===== src/flame_pkg.sv =====
// shared constants for the flame supervision block
package flame_pkg;
  // ===========================================================
  // timing
  localparam int CLK_MHZ = 200;
  localparam int BLINK_MS = 1000;
  localparam int BLINK_CYC = CLK_MHZ * 1000 * BLINK_MS / 2;
  localparam int DEB_MS = 10;
  localparam int DEB_CYC = CLK_MHZ * 1000 * DEB_MS;
  localparam int SHUT_HALF_MS = 100;
  localparam int SHUT_CYC = CLK_MHZ * 1000 * SHUT_HALF_MS;
  // ===========================================================
  // flame voltage thresholds, 8-bit code spans full scale
  localparam int FS_MV = 5000;
  localparam int GREEN_MV = 2500;
  localparam int ORANGE_MV = 1500;
  localparam logic [7:0] GREEN_CODE = 8'((GREEN_MV * 256 + FS_MV - 1) / FS_MV);
  localparam logic [7:0] ORANGE_CODE = 8'((ORANGE_MV * 256 + FS_MV - 1) / FS_MV);
  // ===========================================================
  // register map
  localparam logic [7:0] CFG_OFS = 8'h00;
  localparam logic [7:0] STAT_OFS = 8'h04;
  localparam logic [3:0] LIMIT_PAGE = 4'h1;
  localparam logic [3:0] COUNT_PAGE = 4'h2;
  localparam int CFG_SC_LSB = 0;
  localparam int CFG_FL_LSB = 2;
  localparam int CFG_LVL_BIT = 4;
  localparam int CFG_AUX_LSB = 5;
  localparam logic [7:0] CFG_RST = 8'h65;
  localparam int ST_EVENT_BIT = 0;
  localparam int ST_DUE_LSB = 4;
  localparam int CNT_W = 16;
  localparam logic [1:0] RESP_OK = 2'h0;
  localparam logic [1:0] RESP_ERR = 2'h2;
  // ===========================================================
  // auxiliary relay modes
  localparam logic [2:0] AUX_SC = 3'h1;
  localparam logic [2:0] AUX_FL = 3'h2;
  localparam logic [2:0] AUX_EVENT = 3'h3;
  localparam logic [2:0] AUX_DUE = 3'h4;
  typedef enum logic [1:0] {ST_STOP, ST_CHECK, ST_RUN, ST_FAULT} seq_e;
endpackage : flame_pkg


===== src/pulse_timebase.sv =====
// half-period timebase giving a square phase, a slower alternate and a toggle tick
`timescale 1ns/1ps
module pulse_timebase #(
  parameter int HALF = 4
) (
  input wire logic clock,
  input wire logic rst_n,
  input wire logic ce,
  input wire logic run,
  output logic phase,
  output logic alt,
  output logic tick
);
  logic [31:0] cnt_ff;
  always_ff @(posedge clock or negedge rst_n) begin
    if (!rst_n) begin
      cnt_ff <= 32'h0;
      phase <= 1'b0;
      alt <= 1'b0;
      tick <= 1'b0;
    end else if (ce) begin
      tick <= 1'b0;
      if (!run) begin
        cnt_ff <= 32'h0;
        phase <= 1'b0;
      end else if (cnt_ff == 32'(HALF - 1)) begin
        cnt_ff <= 32'h0;
        phase <= !phase;
        tick <= 1'b1;
        if (phase) begin
          alt <= !alt;
        end
      end else begin
        cnt_ff <= cnt_ff + 32'h1;
      end
    end
  end
endmodule : pulse_timebase


===== src/switch_debounce.sv =====
// debounces a switch and pulses once when it settles pressed
`timescale 1ns/1ps
module switch_debounce #(
  parameter int CYC = 4
) (
  input wire logic clock,
  input wire logic rst_n,
  input wire logic ce,
  input wire logic raw,
  output logic press
);
  logic [31:0] cnt_ff;
  logic stable_ff;
  always_ff @(posedge clock or negedge rst_n) begin
    if (!rst_n) begin
      cnt_ff <= 32'h0;
      stable_ff <= 1'b0;
      press <= 1'b0;
    end else if (ce) begin
      press <= 1'b0;
      if (raw == stable_ff) begin
        cnt_ff <= 32'h0;
      end else if (cnt_ff == 32'(CYC - 1)) begin
        cnt_ff <= 32'h0;
        stable_ff <= raw;
        press <= raw;
      end else begin
        cnt_ff <= cnt_ff + 32'h1;
      end
    end
  end
endmodule : switch_debounce


===== src/flame_supervisor.sv =====
// flame supervision: relay sequencing, shutter self-check, LEDs, counters, bus slave
//
// The AXI4-Lite register port and the address map are this design's own decisions.
`timescale 1ns/1ps
module flame_supervisor #(
  parameter int BLINK_HALF = flame_pkg::BLINK_CYC,
  parameter int SHUT_HALF = flame_pkg::SHUT_CYC,
  parameter int DEB_CYC = flame_pkg::DEB_CYC,
  parameter int CNT_W = flame_pkg::CNT_W
) (
  input wire logic clock,
  input wire logic arst_n,
  input wire logic ce,
  input wire logic start_in,
  input wire logic event_in,
  input wire logic amp_fault_in,
  input wire logic flame_sense,
  input wire logic [7:0] flame_level,
  input wire logic [2:0] counter_select_switch,
  input wire logic counter_reset_switch,
  input wire logic [7:0] awaddr,
  input wire logic awvalid,
  output logic awready,
  input wire logic [31:0] wdata,
  input wire logic [3:0] wstrb,
  input wire logic wvalid,
  output logic wready,
  output logic [1:0] bresp,
  output logic bvalid,
  input wire logic bready,
  input wire logic [7:0] araddr,
  input wire logic arvalid,
  output logic arready,
  output logic [31:0] rdata,
  output logic [1:0] rresp,
  output logic rvalid,
  input wire logic rready,
  output logic start_check_relay,
  output logic flame_relay,
  output logic auxiliary_event_relay,
  output logic shutter_drive,
  output logic sc_led_green,
  output logic sc_led_red,
  output logic fl_led_green,
  output logic fl_led_red
);
  // ===========================================================
  // reset release
  logic rst_meta_ff;
  logic rst_n;
  always_ff @(posedge clock or negedge arst_n) begin
    if (!arst_n) begin
      rst_meta_ff <= 1'b0;
      rst_n <= 1'b0;
    end else begin
      rst_meta_ff <= 1'b1;
      rst_n <= rst_meta_ff;
    end
  end

  // ===========================================================
  // state
  flame_pkg::seq_e state_ff;
  flame_pkg::seq_e nxt_state;
  logic [7:0] cfg_ff;
  logic event_ff;
  logic dark_seen_ff;
  logic lit_seen_ff;
  logic [CNT_W-1:0] limit_ff [4];
  logic [CNT_W-1:0] count_ff [4];
  logic [3:0] due;
  logic blink;
  logic blink_alt;
  logic shut_open;
  logic shut_tick;
  logic clr_press;
  logic running;
  logic fault_now;
  logic flame_lost;
  logic wr_go;
  logic clr_event;
  logic [7:0] aw_ff;
  logic [31:0] wd_ff;
  logic [3:0] ws_ff;
  logic aw_have_ff;
  logic w_have_ff;
  logic [31:0] rd_mux;
  logic rd_ok;

  assign running = (state_ff == flame_pkg::ST_CHECK) || (state_ff == flame_pkg::ST_RUN);

  pulse_timebase #(.HALF(BLINK_HALF)) u_blink (
    .clock(clock),
    .rst_n(rst_n),
    .ce(ce),
    .run(1'b1),
    .phase(blink),
    .alt(blink_alt),
    .tick()
  );

  pulse_timebase #(.HALF(SHUT_HALF)) u_shutter (
    .clock(clock),
    .rst_n(rst_n),
    .ce(ce),
    .run(running),
    .phase(shut_open),
    .alt(),
    .tick(shut_tick)
  );

  switch_debounce #(.CYC(DEB_CYC)) u_reset_sw (
    .clock(clock),
    .rst_n(rst_n),
    .ce(ce),
    .raw(counter_reset_switch),
    .press(clr_press)
  );

  // ===========================================================
  // shutter self-check
  // a tick while open ends a closed half, and the reverse
  assign fault_now = amp_fault_in || (shut_tick && shut_open && dark_seen_ff);
  assign flame_lost = shut_tick && !shut_open && !lit_seen_ff;

  always_ff @(posedge clock or negedge rst_n) begin
    if (!rst_n) begin
      dark_seen_ff <= 1'b0;
      lit_seen_ff <= 1'b0;
      shutter_drive <= 1'b0;
    end else if (ce) begin
      shutter_drive <= shut_open;
      if (!running || shut_tick) begin
        dark_seen_ff <= 1'b0;
        lit_seen_ff <= 1'b0;
      end else if (flame_sense) begin
        dark_seen_ff <= dark_seen_ff || !shut_open;
        lit_seen_ff <= lit_seen_ff || shut_open;
      end
    end
  end

  // ===========================================================
  // sequence
  always_comb begin
    nxt_state = state_ff;
    case (state_ff)
      flame_pkg::ST_STOP: begin
        if (start_in && !amp_fault_in) begin
          nxt_state = flame_pkg::ST_CHECK;
        end
      end
      flame_pkg::ST_CHECK: begin
        if (!start_in) begin
          nxt_state = flame_pkg::ST_STOP;
        end else if (fault_now) begin
          nxt_state = flame_pkg::ST_FAULT;
        end else if (shut_tick && !shut_open && lit_seen_ff) begin
          nxt_state = flame_pkg::ST_RUN;
        end
      end
      flame_pkg::ST_RUN: begin
        if (!start_in || flame_lost) begin
          nxt_state = flame_pkg::ST_STOP;
        end else if (fault_now) begin
          nxt_state = flame_pkg::ST_FAULT;
        end
      end
      flame_pkg::ST_FAULT: begin
        if (!start_in) begin
          nxt_state = flame_pkg::ST_STOP;
        end
      end
      default: nxt_state = flame_pkg::ST_STOP;
    endcase
  end

  always_ff @(posedge clock or negedge rst_n) begin
    if (!rst_n) begin
      state_ff <= flame_pkg::ST_STOP;
      start_check_relay <= 1'b0;
      flame_relay <= 1'b0;
    end else if (ce) begin
      state_ff <= nxt_state;
      start_check_relay <= running;
      flame_relay <= state_ff == flame_pkg::ST_RUN;
    end
  end

  // ===========================================================
  // event flag, set wins over the clear
  assign clr_event = wr_go && aw_ff == flame_pkg::STAT_OFS && ws_ff[0]
    && wd_ff[flame_pkg::ST_EVENT_BIT];
  always_ff @(posedge clock or negedge rst_n) begin
    if (!rst_n) begin
      event_ff <= 1'b0;
    end else if (ce) begin
      if (event_in || (running && (fault_now || flame_lost))) begin
        event_ff <= 1'b1;
      end else if (clr_event) begin
        event_ff <= 1'b0;
      end
    end
  end

  // ===========================================================
  // inspection counters: one count per burner start
  for (genvar i = 0; i < 4; i++) begin : g_insp
    always_ff @(posedge clock or negedge rst_n) begin
      if (!rst_n) begin
        count_ff[i] <= '0;
        limit_ff[i] <= '0;
      end else if (ce) begin
        if (clr_press && counter_select_switch == 3'(i + 1)) begin
          count_ff[i] <= '0;
        end else if (state_ff == flame_pkg::ST_STOP && nxt_state == flame_pkg::ST_CHECK
            && count_ff[i] != '1) begin
          count_ff[i] <= count_ff[i] + 1'b1;
        end
        if (wr_go && aw_ff[7:4] == flame_pkg::LIMIT_PAGE && aw_ff[3:2] == 2'(i)) begin
          if (ws_ff[0]) begin
            limit_ff[i][7:0] <= wd_ff[7:0];
          end
          if (ws_ff[1]) begin
            limit_ff[i][CNT_W-1:8] <= wd_ff[CNT_W-1:8];
          end
        end
      end
    end
    assign due[i] = limit_ff[i] != '0 && count_ff[i] >= limit_ff[i];
  end

  // ===========================================================
  // indicators
  logic [1:0] sc_code;
  logic [1:0] fl_code;
  logic stopped;
  logic use_lvl;
  logic lvl_g;
  logic lvl_o;
  logic nxt_sc_g;
  logic nxt_sc_r;
  logic nxt_fl_g;
  logic nxt_fl_r;
  logic nxt_aux;
  assign sc_code = cfg_ff[flame_pkg::CFG_SC_LSB +: 2];
  assign fl_code = cfg_ff[flame_pkg::CFG_FL_LSB +: 2];
  assign stopped = !start_check_relay && !flame_relay;
  assign use_lvl = fl_code == 2'h1 || cfg_ff[flame_pkg::CFG_LVL_BIT];
  assign lvl_g = flame_level >= flame_pkg::GREEN_CODE;
  assign lvl_o = !lvl_g && flame_level >= flame_pkg::ORANGE_CODE;

  always_comb begin
    nxt_sc_g = start_check_relay;
    nxt_sc_r = 1'b0;
    if (event_ff && sc_code != 2'h0) begin
      nxt_sc_g = start_check_relay && blink;
      nxt_sc_r = start_check_relay ? blink && blink_alt : blink;
    end else if (stopped && ((sc_code == 2'h2 && due[0]) || (sc_code == 2'h3 && due[1]))) begin
      nxt_sc_g = 1'b0;
      nxt_sc_r = blink;
    end
  end

  always_comb begin
    nxt_fl_g = flame_relay;
    nxt_fl_r = 1'b0;
    if (use_lvl) begin
      nxt_fl_g = flame_relay && (lvl_g || lvl_o);
      nxt_fl_r = flame_relay && !lvl_g;
    end
    if (stopped && ((fl_code == 2'h2 && due[2]) || (fl_code == 2'h3 && due[3]))) begin
      nxt_fl_g = 1'b0;
      nxt_fl_r = blink;
    end
  end

  always_comb begin
    case (cfg_ff[flame_pkg::CFG_AUX_LSB +: 3])
      flame_pkg::AUX_SC: nxt_aux = start_check_relay;
      flame_pkg::AUX_FL: nxt_aux = flame_relay;
      flame_pkg::AUX_EVENT: nxt_aux = event_ff;
      flame_pkg::AUX_DUE: nxt_aux = |due;
      default: nxt_aux = 1'b0;
    endcase
  end

  always_ff @(posedge clock or negedge rst_n) begin
    if (!rst_n) begin
      sc_led_green <= 1'b0;
      sc_led_red <= 1'b0;
      fl_led_green <= 1'b0;
      fl_led_red <= 1'b0;
      auxiliary_event_relay <= 1'b0;
    end else if (ce) begin
      sc_led_green <= nxt_sc_g;
      sc_led_red <= nxt_sc_r;
      fl_led_green <= nxt_fl_g;
      fl_led_red <= nxt_fl_r;
      auxiliary_event_relay <= nxt_aux;
    end
  end

  // ===========================================================
  // bus write channel
  assign wr_go = aw_have_ff && w_have_ff && !bvalid;
  always_ff @(posedge clock or negedge rst_n) begin
    if (!rst_n) begin
      awready <= 1'b1;
      wready <= 1'b1;
      aw_have_ff <= 1'b0;
      w_have_ff <= 1'b0;
      aw_ff <= 8'h00;
      wd_ff <= 32'h0;
      ws_ff <= 4'h0;
      bvalid <= 1'b0;
      bresp <= flame_pkg::RESP_OK;
      cfg_ff <= flame_pkg::CFG_RST;
    end else if (ce) begin
      if (awvalid && awready) begin
        awready <= 1'b0;
        aw_have_ff <= 1'b1;
        aw_ff <= {awaddr[7:2], 2'h0};
      end
      if (wvalid && wready) begin
        wready <= 1'b0;
        w_have_ff <= 1'b1;
        wd_ff <= wdata;
        ws_ff <= wstrb;
      end
      if (wr_go) begin
        bvalid <= 1'b1;
        bresp <= (aw_ff == flame_pkg::CFG_OFS || aw_ff == flame_pkg::STAT_OFS
          || aw_ff[7:4] == flame_pkg::LIMIT_PAGE) ? flame_pkg::RESP_OK : flame_pkg::RESP_ERR;
        if (aw_ff == flame_pkg::CFG_OFS && ws_ff[0]) begin
          cfg_ff <= wd_ff[7:0];
        end
      end
      if (bvalid && bready) begin
        bvalid <= 1'b0;
        aw_have_ff <= 1'b0;
        w_have_ff <= 1'b0;
        awready <= 1'b1;
        wready <= 1'b1;
      end
    end
  end

  // ===========================================================
  // bus read channel
  always_comb begin
    rd_mux = 32'h0;
    rd_ok = 1'b1;
    if (araddr[7:2] == flame_pkg::CFG_OFS[7:2]) begin
      rd_mux[7:0] = cfg_ff;
    end else if (araddr[7:2] == flame_pkg::STAT_OFS[7:2]) begin
      rd_mux[flame_pkg::ST_EVENT_BIT] = event_ff;
      rd_mux[1] = state_ff == flame_pkg::ST_FAULT;
      rd_mux[2] = start_check_relay;
      rd_mux[3] = flame_relay;
      rd_mux[flame_pkg::ST_DUE_LSB +: 4] = due;
      rd_mux[8] = shutter_drive;
    end else if (araddr[7:4] == flame_pkg::LIMIT_PAGE) begin
      rd_mux[CNT_W-1:0] = limit_ff[araddr[3:2]];
    end else if (araddr[7:4] == flame_pkg::COUNT_PAGE) begin
      rd_mux[CNT_W-1:0] = count_ff[araddr[3:2]];
    end else begin
      rd_ok = 1'b0;
    end
  end

  always_ff @(posedge clock or negedge rst_n) begin
    if (!rst_n) begin
      arready <= 1'b1;
      rvalid <= 1'b0;
      rdata <= 32'h0;
      rresp <= flame_pkg::RESP_OK;
    end else if (ce) begin
      if (arvalid && arready) begin
        arready <= 1'b0;
        rvalid <= 1'b1;
        rdata <= rd_mux;
        rresp <= rd_ok ? flame_pkg::RESP_OK : flame_pkg::RESP_ERR;
      end else if (rvalid && rready) begin
        rvalid <= 1'b0;
        arready <= 1'b1;
      end
    end
  end
endmodule : flame_supervisor


===== config.mk =====
export PLATFORM = sky130hd
export DESIGN_NAME = flame_supervisor
export DESIGN_NICKNAME = d
export VERILOG_FILES = /design/src/flame_pkg.sv /design/src/pulse_timebase.sv /design/src/switch_debounce.sv /design/src/flame_supervisor.sv
export SDC_FILE = /design/constraint.sdc
export NUM_CORES = 1
export LEC_CHECK = 0
export BUFFER_PORTS_ARGS = -buffer_cell sky130_fd_sc_hd__buf_4
export CAP_MARGIN = 5
export CELL_PAD_IN_SITES_DETAIL_PLACEMENT = 0
export CELL_PAD_IN_SITES_GLOBAL_PLACEMENT = 1
export CORE_ASPECT_RATIO = 0.8
export CORE_MARGIN = 4
export CORE_UTILIZATION = 48
export DETAILED_ROUTE_END_ITERATION = 12
export GPL_TIMING_DRIVEN = 0
export PLACE_DENSITY_LB_ADDON = 0.3
export SETUP_SLACK_MARGIN = 0.4
export SKIP_LAST_GASP = 1
export SLEW_MARGIN = 10
export SYNTH_ARGS = -nofsm -noshare
export SYNTH_HDL_FRONTEND = slang
export SYNTH_SLANG_ARGS = --single-unit

===== constraint.sdc =====
create_clock -name clock -period 12.1 [get_ports clock]
set_input_delay 0.605 -clock clock [delete_from_list [all_inputs] [get_ports clock]]
set_output_delay 0.605 -clock clock [all_outputs]
set_load 0.1 [all_outputs]

### Word level (Yosys, flattened, before mapping)

Index checks and enable logic that the tools add are counted.

* word-level logic and storage cells: 295
* output and inout bits: 49
* register bits after elaboration: 304
* bits of input ports: 76

* bitwise operators: 2
* $add $sub $neg: 7
* magnitude comparators: 7
* reductions and logical operators: 121
* multiplexer cells: 75
* eq/ne operators: 34

Operators with widths (count)
* 16-bit two-way mux: 14
* 32-bit two-way mux: 5
* 32-bit by 1-bit adder with 32-bit output, second input constant: 3
* 16-bit by 1-bit adder with 16-bit output, second input constant: 4
* 16-bit binary-select mux with 2-bit select: 2
* 16-bit >= comparator: 4
* 16-bit != test, second input constant: 4
* 16-bit nonzero test: 4
* 1-bit logical AND: 49
* 1-bit two-way mux: 39
* 3-bit AND reduction: 11
* 32-bit by 21-bit == test with 1-bit output, second input constant: 1
* 32-bit by 25-bit == test with 1-bit output, second input constant: 1
* 32-bit by 27-bit == test with 1-bit output, second input constant: 1
* 2-bit AND reduction: 16
* 2-bit nonzero test: 11
* 2-bit two-way mux: 9
* 2-bit == test, second input constant: 8
* 8-bit two-way mux: 2
* 1-bit logical OR: 14
* 3-bit by 2-bit == test with 1-bit output, second input constant: 4
* 6-bit by 1-bit == test with 1-bit output, second input constant: 2
* 1-bit logical NOT: 11
* 9-bit two-way mux: 1
* other kinds (19): 26

### Depth between registers and ports, before layout

Gate-level depths: netlist (run 1).

* depth in word-level cells: 12
* depth in mapped cells: 10
* gate-level depth less buffers: 9

### By module

Synthesis (run 1) repeated with hierarchy kept, for this count alone.

* cell total of the unflattened synthesis: 1760
* area total of the unflattened synthesis: 17600.6 sq um

By module, submodules not included
* flame_supervisor: instances 1, cells an instance 1169, sequential area each 5013.6 sq um, area an instance 11846.4 sq um
* switch_debounce: instances 1, cells an instance 216, sequential area each 850.8 sq um, area an instance 2075.7 sq um
* pulse_timebase (u_blink): instances 1, cells an instance 191, sequential area each 875.8 sq um, area an instance 1870.5 sq um
* pulse_timebase (u_shutter): instances 1, cells an instance 184, sequential area each 875.8 sq um, area an instance 1808.0 sq um

### Least setup slack after synthesis (run 1)

Ideal clock, no wire load.

* path kind: register to register
* start point: register bvalid
* end point: register limit_ff[16] (netlist name)
* period minus slack after synthesis: 2185 ps
* cell stages (with the launch flop): 7
* buffers on the path: 0
* slack: 9915 ps
* data required time: 11975 ps
* arrival: 2060 ps
* cells stage by stage: dfrtp_1 > inv_1 > and4_1 > nand3b_1 > nor2_1 > nand3_1 > mux2_2

* cells in the longest elaborated chain, start to end: 5

Ends and longest elaborated chain
* start: declaration: line flame_supervisor.sv:29 `output logic bvalid,`
* start signal: assignment: line flame_supervisor.sv:316 `bvalid <= 1'b0;`
* start signal: assignment: line flame_supervisor.sv:332 `bvalid <= 1'b1;`
* start signal: assignment: line flame_supervisor.sv:340 `bvalid <= 1'b0;`
* 1-bit logical NOT: line flame_supervisor.sv:306 `assign wr_go = aw_have_ff && w_have_ff && !bvalid;`
* 1-bit logical AND: line flame_supervisor.sv:306
* 1-bit logical AND (2 in series): line flame_supervisor.sv:220 `if (wr_go && aw_ff[7:4] == flame_pkg::LIMIT_PAGE && aw_ff[3:2] == 2'(i)) begin`
* 3-bit AND reduction (no source line)
* end signal: indexed assignment: line flame_supervisor.sv:222 `limit_ff[i][7:0] <= wd_ff[7:0];`
* end signal: indexed assignment: line flame_supervisor.sv:225 `limit_ff[i][CNT_W-1:8] <= wd_ff[CNT_W-1:8];`
* end: declaration: line flame_supervisor.sv:69 `logic [CNT_W-1:0] limit_ff [4];`

No other way between the ends.
A chain may end at the register's enable or synchronous reset.

### Final worst setup path (run 1)

* start point: register count_ff[9] (netlist name)
* end point: register auxiliary_event_relay

* cells in the longest elaborated chain, start to end: 4

Ends and longest elaborated chain
* start: declaration: line flame_supervisor.sv:70 `logic [CNT_W-1:0] count_ff [4];`
* start signal: indexed assignment: line flame_supervisor.sv:218 `count_ff[i] <= count_ff[i] + 1'b1;`
* 16-bit >= comparator: line flame_supervisor.sv:230 `assign due[i] = limit_ff[i] != '0 && count_ff[i] >= limit_ff[i];`
* 1-bit logical AND: line flame_supervisor.sv:230
* 4-bit OR reduction: line flame_supervisor.sv:283 `flame_pkg::AUX_DUE: nxt_aux = |due;`
* 1-bit one-hot mux with 4 select lines: line flame_supervisor.sv:279 `case (cfg_ff[flame_pkg::CFG_AUX_LSB +: 3])`
* end signal: assignment: line flame_supervisor.sv:300 `auxiliary_event_relay <= nxt_aux;`
* end: declaration: line flame_supervisor.sv:40 `output logic auxiliary_event_relay,`

No other way between the ends.

==> results of run 1 <==
## critical path, cell delays in order (launching register included)
cell	delay (ns)
dfrtp_1	0.55
ha_1	0.32
a21o_1	0.16
nand3_1	0.07
a21oi_1	0.06
a2111oi_0	0.68
a21boi_0	0.48
nor4_1	0.37
o41ai_1	0.09
## power breakdown
part           total, mW  internal [mW]  switching [mW]
combinational      0.704          0.278           0.425
sequential          1.38           1.15           0.231
clock              0.969          0.554           0.414
## registers in the layout, summed over array words and instances, names as in the netlist, 2 cells and up
name,count
aw_ff,6
cfg_ff,8
count_ff,64
limit_ff,64
rdata,16
state_ff,2
u_blink.cnt_ff,32
u_reset_sw.cnt_ff,32
u_shutter.cnt_ff,32
wd_ff,16
ws_ff,2
## through the flow
stage          TNS, ns  std cells
3_3_place_gp   -175.92       2275
3_5_place_dp         0       2280
2_1_floorplan        0       1721
4_1_cts              0       2337
5_1_grt              0       2337
6_report             0       2337
## routing by layer
metal / global-route usage [%] / routed length, um / part of all wire (%) / vias up
li1: - / - / - / 6365
met3: 6.36 / 4500 / 9.1 / 66
met1: 40.0 / 23600 / 48 / 6838
met5: 0 / 0 / 0 / -
met4: 5.42 / 1000 / 2.0 / 0
met2: 37.1 / 20500 / 41 / 473
## cells in the mapped netlist, types with 6 or more instances
library cell / n
dfrtp_1: 295
nand2_1: 189
nor2_1: 145
o21ai_0: 140
inv_1: 96
nand3_1: 81
ha_1: 75
mux2_2: 71
xor2_1: 59
nand4_1: 44
a21oi_1: 41
mux4_2: 32
xnor2_1: 32
a31oi_1: 31
nor4_1: 31
and3_1: 27
buf_4: 25
clkbuf_1: 25
and4_1: 20
nor3_1: 20
o31ai_1: 18
buf_2: 16
mux2i_1: 15
and2_1: 12
nand2b_1: 10
a21o_1: 9
o41ai_1: 8
dfstp_2: 7
nor4b_1: 7
a21boi_0: 6
a221oi_1: 6
buf_1: 6
o21a_1: 6
## worst paths after layout
| path | endpoint | cells past startpoint | startpoint |
|---|---|---|---|
| setup / recovery | auxiliary_event_relay | 8 | count_ff[9] |
| hold / removal | arready | 2 | arvalid |
| setup reg to reg | auxiliary_event_relay | 8 | count_ff[9] |
| hold reg to reg | u_shutter.cnt_ff[13] | 0 | rst_n |
| max in group asynchronous | arready | 2 | rst_n |
| min in group asynchronous | u_shutter.cnt_ff[13] | 0 | rst_n |
## cell families after synthesis
family,count (synthesis)
adder cells (fa/ha/maj),75
buffers and inverters,172
AND/OR/NAND/NOR,637
other,2
flip-flops,302
multiplexers,118
XOR/XNOR,91
AO/OA/AOI/OAI,307
## layout make-up
type                    count  area (um^2)  share of cell area (%)
well taps                 472          591                    3.06
clock buffers              46          902                    4.67
multi-input cells        1247         8600                    44.5
repair buffers             88          756                    3.91
inverters                  97          364                    1.88
clock inverters            10          104                   0.537
flip-flops and latches    302         7570                    39.2
plain buffers              75          435                    2.25
## what timing repair did
action / in CTS / in global routing
endpoints found under the hold margin: 2 / 0
setup buffers: 0 / 0
hold buffers: 1 / 0
==> results.cfg, run 1 <==
[pwr]
p_total_mw = 3.05
leakagePower_nw = 8.87
peakVddDrop_uv = 114
p_per_area_nw_per_um2 = 158

[sta]
tightest_slew_ns = 0.831
setup-violations-final = 0
hold_viol_final = 0
max_freq_ghz = 0.344
min_period_ns = 2.91
timing.final.crit_share_pct = 24.0
setup_slack_ns = 9.19
rsz0062_at_grt = false
finalMaxSlewViolations = 0
holdWs_ns = 0.184
slew_headroom_pct = 44.1
clock-skew-final_ns = 0.0282

[placed_design]
dp_hpwl_um = 37700
place_area_um2 = 18300
dp_slack_ns = 9.22
portBuffers = 82
gp_congestion = 0.972

[flow_run]
maxCapViolCount = 0

[clock_tree]
numCtsBuffers = 31
path_clk_slew_ns = 0.06
clk_latency_ns = 0.60
cts.sinks = 302
htreeDepth = 1
cts_max_path_buffers = 3
cts_tree = built
postCtsResizedCells = 0
root_buffer = clkbuf_16

[critical_path]
worstPathRequired_ns = 12.57
cp_max_fo = 7
crit_path_end_kind = flip-flop
cp-start-kind = flip-flop
ff2ff_setup_slack_ns = 9.19
crit_type = flip-flop to flip-flop
arrival_ns = 3.38

[final_layout]
finalInstanceArea_um2 = 19300
drive_above_1_share_pct = 17.1
diodes = 0
layout_commonest_cell = dfrtp_1
layout_common_cells = dfrtp_1, nand2_1, nor2_1
nFillCells = 3108
fin_nets = 1993
syn_to_final_growth_pct = 14.3
post-route-util_pct = 55.6

[floorplanning]
dieArea_um2 = 38300
pin_count = 125
row_count = 61
core-area_um2 = 34700
die_w_um = 218
die_y_um = 176
start_util_pct = 48.7

[yosys]
yosysUniqueCellTypes = 82
synth_edf_count = 0
yosysTopAreaCell = dfrtp_1
synth_compound_area_share_pct = 11.2
avgSynthCellArea_um2 = 9.92
async_reset_ff_share_pct = 100
synthFlopType = dfrtp_1
netlist_top_cells_area = dfrtp_1, ha_1, mux2_2
synth_xor_xnor_area_share_pct = 4.72
yosysTopAreaCellShare_pct = 43.7
synthSimpleGateAreaFrac_pct = 19.1
yosysSeqAreaShare_pct = 44.8
synth_top_family_by_area = simple AND/OR/NAND/NOR gates
synth_seq_cells = 302
synth_fa_ha_area_share_pct = 5.55
netlist_instances = 1704
synthMuxAreaShare_pct = 9.88
synth-warning-count = 0
synth_area_um2 = 16900

[grt]
grtUsageTotal_pct = 25.9
grt_pass1_wl_um = 77500
overflow = 0
grt_pass1_vias = 13336
grt_start_max_net_pins = 62
grt_antenna_before_repair = 0

[detailed_routing]
routed_wl_um = 49600
viasPerCell = 5.88
num_vias = 13742
routedWlPerCell_um = 21.2
ant_nets = 0
drc = 0
drt_pass1_iterations = 4
drtIter0Drc = 1170

[status]
run_status = completed

[hold_path]
hp-class = input pin to flip-flop
Power figures use the tool's default switching activity.
==> inputs of run 2 (changes only) <==
--- a/config.mk
+++ b/config.mk
@@ -5,13 +5,14 @@
 export SDC_FILE = /design/constraint.sdc
 export NUM_CORES = 1
 export LEC_CHECK = 0
+export ABC_AREA = 1
 export BUFFER_PORTS_ARGS = -buffer_cell sky130_fd_sc_hd__buf_4
 export CAP_MARGIN = 5
 export CELL_PAD_IN_SITES_DETAIL_PLACEMENT = 0
 export CELL_PAD_IN_SITES_GLOBAL_PLACEMENT = 1
 export CORE_ASPECT_RATIO = 0.8
 export CORE_MARGIN = 4
-export CORE_UTILIZATION = 48
+export CORE_UTILIZATION = 46
 export DETAILED_ROUTE_END_ITERATION = 12
 export GPL_TIMING_DRIVEN = 0
 export PLACE_DENSITY_LB_ADDON = 0.3
==> constraint.sdc (replaced) <==
create_clock -name clock -period 2.7 [get_ports clock]
set_input_delay 0.135 -clock clock [delete_from_list [all_inputs] [get_ports clock]]
set_output_delay 0.135 -clock clock [all_outputs]
set_load 0.1 [all_outputs]
==> results.cfg, run 2 <==
[status]
run_status = completed

[clock_tree]
cts.sinks = 302
path_clk_slew_ns = 0.06
cts_tree = built
root_buffer = clkbuf_16
clk_latency_ns = 0.54
cts_max_path_buffers = 3
htreeDepth = 2
numCtsBuffers = 34

[yosys]
netlist_top_cells_area = dfrtp_1, nand2_1, inv_1
synth_common_cells = nand2_1, inv_1, dfrtp_1
synth_seq_cells = 302
yosysMostFrequentCell = nand2_1
synthFlopType = dfrtp_1
yosysSeqAreaShare_pct = 40.2
async_reset_ff_share_pct = 100
synth_edf_count = 0
yosysUniqueCellTypes = 64
netlist_instances = 2507
synth_area_um2 = 18800
synth-warning-count = 0
yosysTopAreaCellShare_pct = 39.3
yosysTopAreaCell = dfrtp_1
avgSynthCellArea_um2 = 7.50

[critical_path]
cp_cell_sequence = inv_1 -> ha_1 -> nand3_1 -> nand2_1 -> nand3_1 -> o211ai_4 -> nand3_2 -> nand2_4 -> nand2_2 -> buf_4 -> nand2_1 -> nand2_1
path_delay_family = simple AND/OR/NAND/NOR gates
rr_endpoint = count_ff[58]
critPathBufInv = 2
arrival_ns = 2.66
crit_type = flip-flop to flip-flop
cp-start-kind = flip-flop
slowest_delay_ns = 0.41
cp_max_fo = 8
crit_top_cell = nand2_1
crit_path_end_kind = flip-flop
rr_worst_depth = 12
crit_path_top_delay_cell = dfrtp_1
worstPathRequired_ns = 3.12
r2r-start = state_ff[0]
ff2ff_setup_slack_ns = 0.47

[pwr]
p_per_area_nw_per_um2 = 840
p_total_mw = 18.6
peakVddDrop_uv = 763
leakagePower_nw = 10.4

[sta]
finalMaxSlewViolations = 0
setup_slack_ns = 0.467
min_period_ns = 2.23
tightest_slew_ns = 1.17
clock-skew-final_ns = 0.0146
max_freq_ghz = 0.448
rsz0062_at_grt = true
setup-violations-final = 0
hold_viol_final = 0
slew_headroom_pct = 21.7
timing.final.crit_share_pct = 82.7

[flow_run]
maxCapViolCount = 0

[floorplanning]
die_y_um = 189
start_util_pct = 47.1
pin_count = 125
core-area_um2 = 39900
row_count = 65
dieArea_um2 = 44200
die_w_um = 234

[final_layout]
top_regs = count_ff: 64 flops, limit_ff: 64 flops
layout_common_cells = nand2_1, inv_1, dfrtp_1
syn_to_final_growth_pct = 17.5
drive_above_1_share_pct = 11.6
diodes = 0
fin_nets = 2851
layout_commonest_cell = nand2_1
final_cells = 3261
nFillCells = 3810

[grt]
grt_pass1_wl_um = 96100
overflow = 0
grt_start_max_net_pins = 61
grt_pass1_vias = 17114
grtUsageTotal_pct = 27.6
grt_antenna_before_repair = 3

[hold_path]
hold_depth = 4
worstHoldStart = bready
hp-class = input pin to flip-flop
min_to = w_have_ff

[detailed_routing]
routedWlPerCell_um = 18.9
top_layer_used = met4
routed_wl_um = 61600
drt-met1-wl_um = 29600
drt_pass1_iterations = 7
drtIter0Drc = 1824
ant_nets = 0
num_vias = 18147
viasPerCell = 5.56
wl_met2_um = 25500
drc = 0
wl_met3_um = 5080

[placed_design]
gp_congestion = 0.956
dp_slack_ns = 0.158
placed_cells = 3147
portBuffers = 82
dp_hpwl_um = 46600
run 2: changes by cell type in the layout (fill, tap and decap cells not counted), sizes merged, moves of 24 or more:
cell	previous run	this run
dlygate4sd3	1	35
nor3	24	91
xnor2	32	7
a31oi	31	4
mux2	71	6
a21oi	41	114
and3	28	4
o21ai	140	192
inv	98	318
mux4	32	0
nand2	189	636
nor2	147	218
nand3	83	166
nand4	44	74
run 2: cells by family (layout without fill, tap and decap cells):
group,after synthesis,in the layout,share of synthesized area (%)
buf+inv,408,609,8.86
simple gates,1265,1265,30.9
fa+ha+maj,75,75,4.99
mux,6,6,0.359
flops,302,302,40.2
other cells,2,19,0.0399
compound gates,394,394,12.0
xor+xnor,55,55,2.56
run 2: report_power, final:
| part | switching [mW] | leakage (nW) | internal [mW] |
|---|---|---|---|
| combinational | 4.92 | 5.80 | 2.30 |
| clock | 1.99 | 0.565 | 2.87 |
| sequential | 1.07 | 3.99 | 5.41 |
run 2: how the worst max path moves through the flow:
stage	start	to	slack, ns	depth (start not counted)
detailed placement	ce	count_ff[20]	0.16	6
CTS	u_reset_sw.stable_ff	u_reset_sw.cnt_ff[14]	0.40	10
finish	state_ff[0]	count_ff[58]	0.47	12
floorplan	rst_n	auxiliary_event_relay	-0.30	0
global route	state_ff[0]	count_ff[53]	0.36	12
global placement	rst_n	u_reset_sw.cnt_ff[16]	-1.56	0
run 2: routing by layer:
| metal | global-route usage, % | up-vias |
|---|---|---|
| met5 | 0 | - |
| met4 | 6.92 | 0 |
| met3 | 5.46 | 98 |
| met2 | 39.1 | 650 |
| met1 | 43.0 | 8698 |
| li1 | - | 8701 |
run 2: area by class of cell:
| cell class | instances | area, um^2 | share of cell area, % |
|---|---|---|---|
| multi-input cells | 1814 | 9770 | 44.2 |
| flip-flops and latches | 302 | 7580 | 34.3 |
| plain buffers | 89 | 477 | 2.16 |
| clock inverters | 15 | 196 | 0.889 |
| repair buffers | 140 | 1260 | 5.69 |
| inverters | 319 | 1200 | 5.42 |
| well taps | 536 | 671 | 3.04 |
| clock buffers | 46 | 947 | 4.29 |
run 2: what timing repair did:
action                                  in CTS  in global routing
gates resized for setup                      4                 36
buffers inserted                             3                 14
pin swaps                                    1                  6
hold buffers                                35                  0
endpoints found under the hold margin       35                  0
gates cloned                                 0                  1
endpoints found under the setup margin      52                116
run 2: worst min-delay path: stages:
cell and delay, ns:
buf_4 0.08, nand3_1 0.16, inv_1 0.11, a21oi_1 0.04
run 2: stage by stage:
step,TNS [ns],hold slack (ns),instance area [um^2],utilization (%)
6_report,0,0.0271,22100,55.3
5_1_grt,0,0.0467,22100,55.3
4_1_cts,0,0.0119,21800,54.7
3_5_place_dp,0,-0.0812,20300,50.8
3_3_place_gp,-446.38,-0.0820,20200,50.5
2_1_floorplan,-88.07,-0.161,18900,-
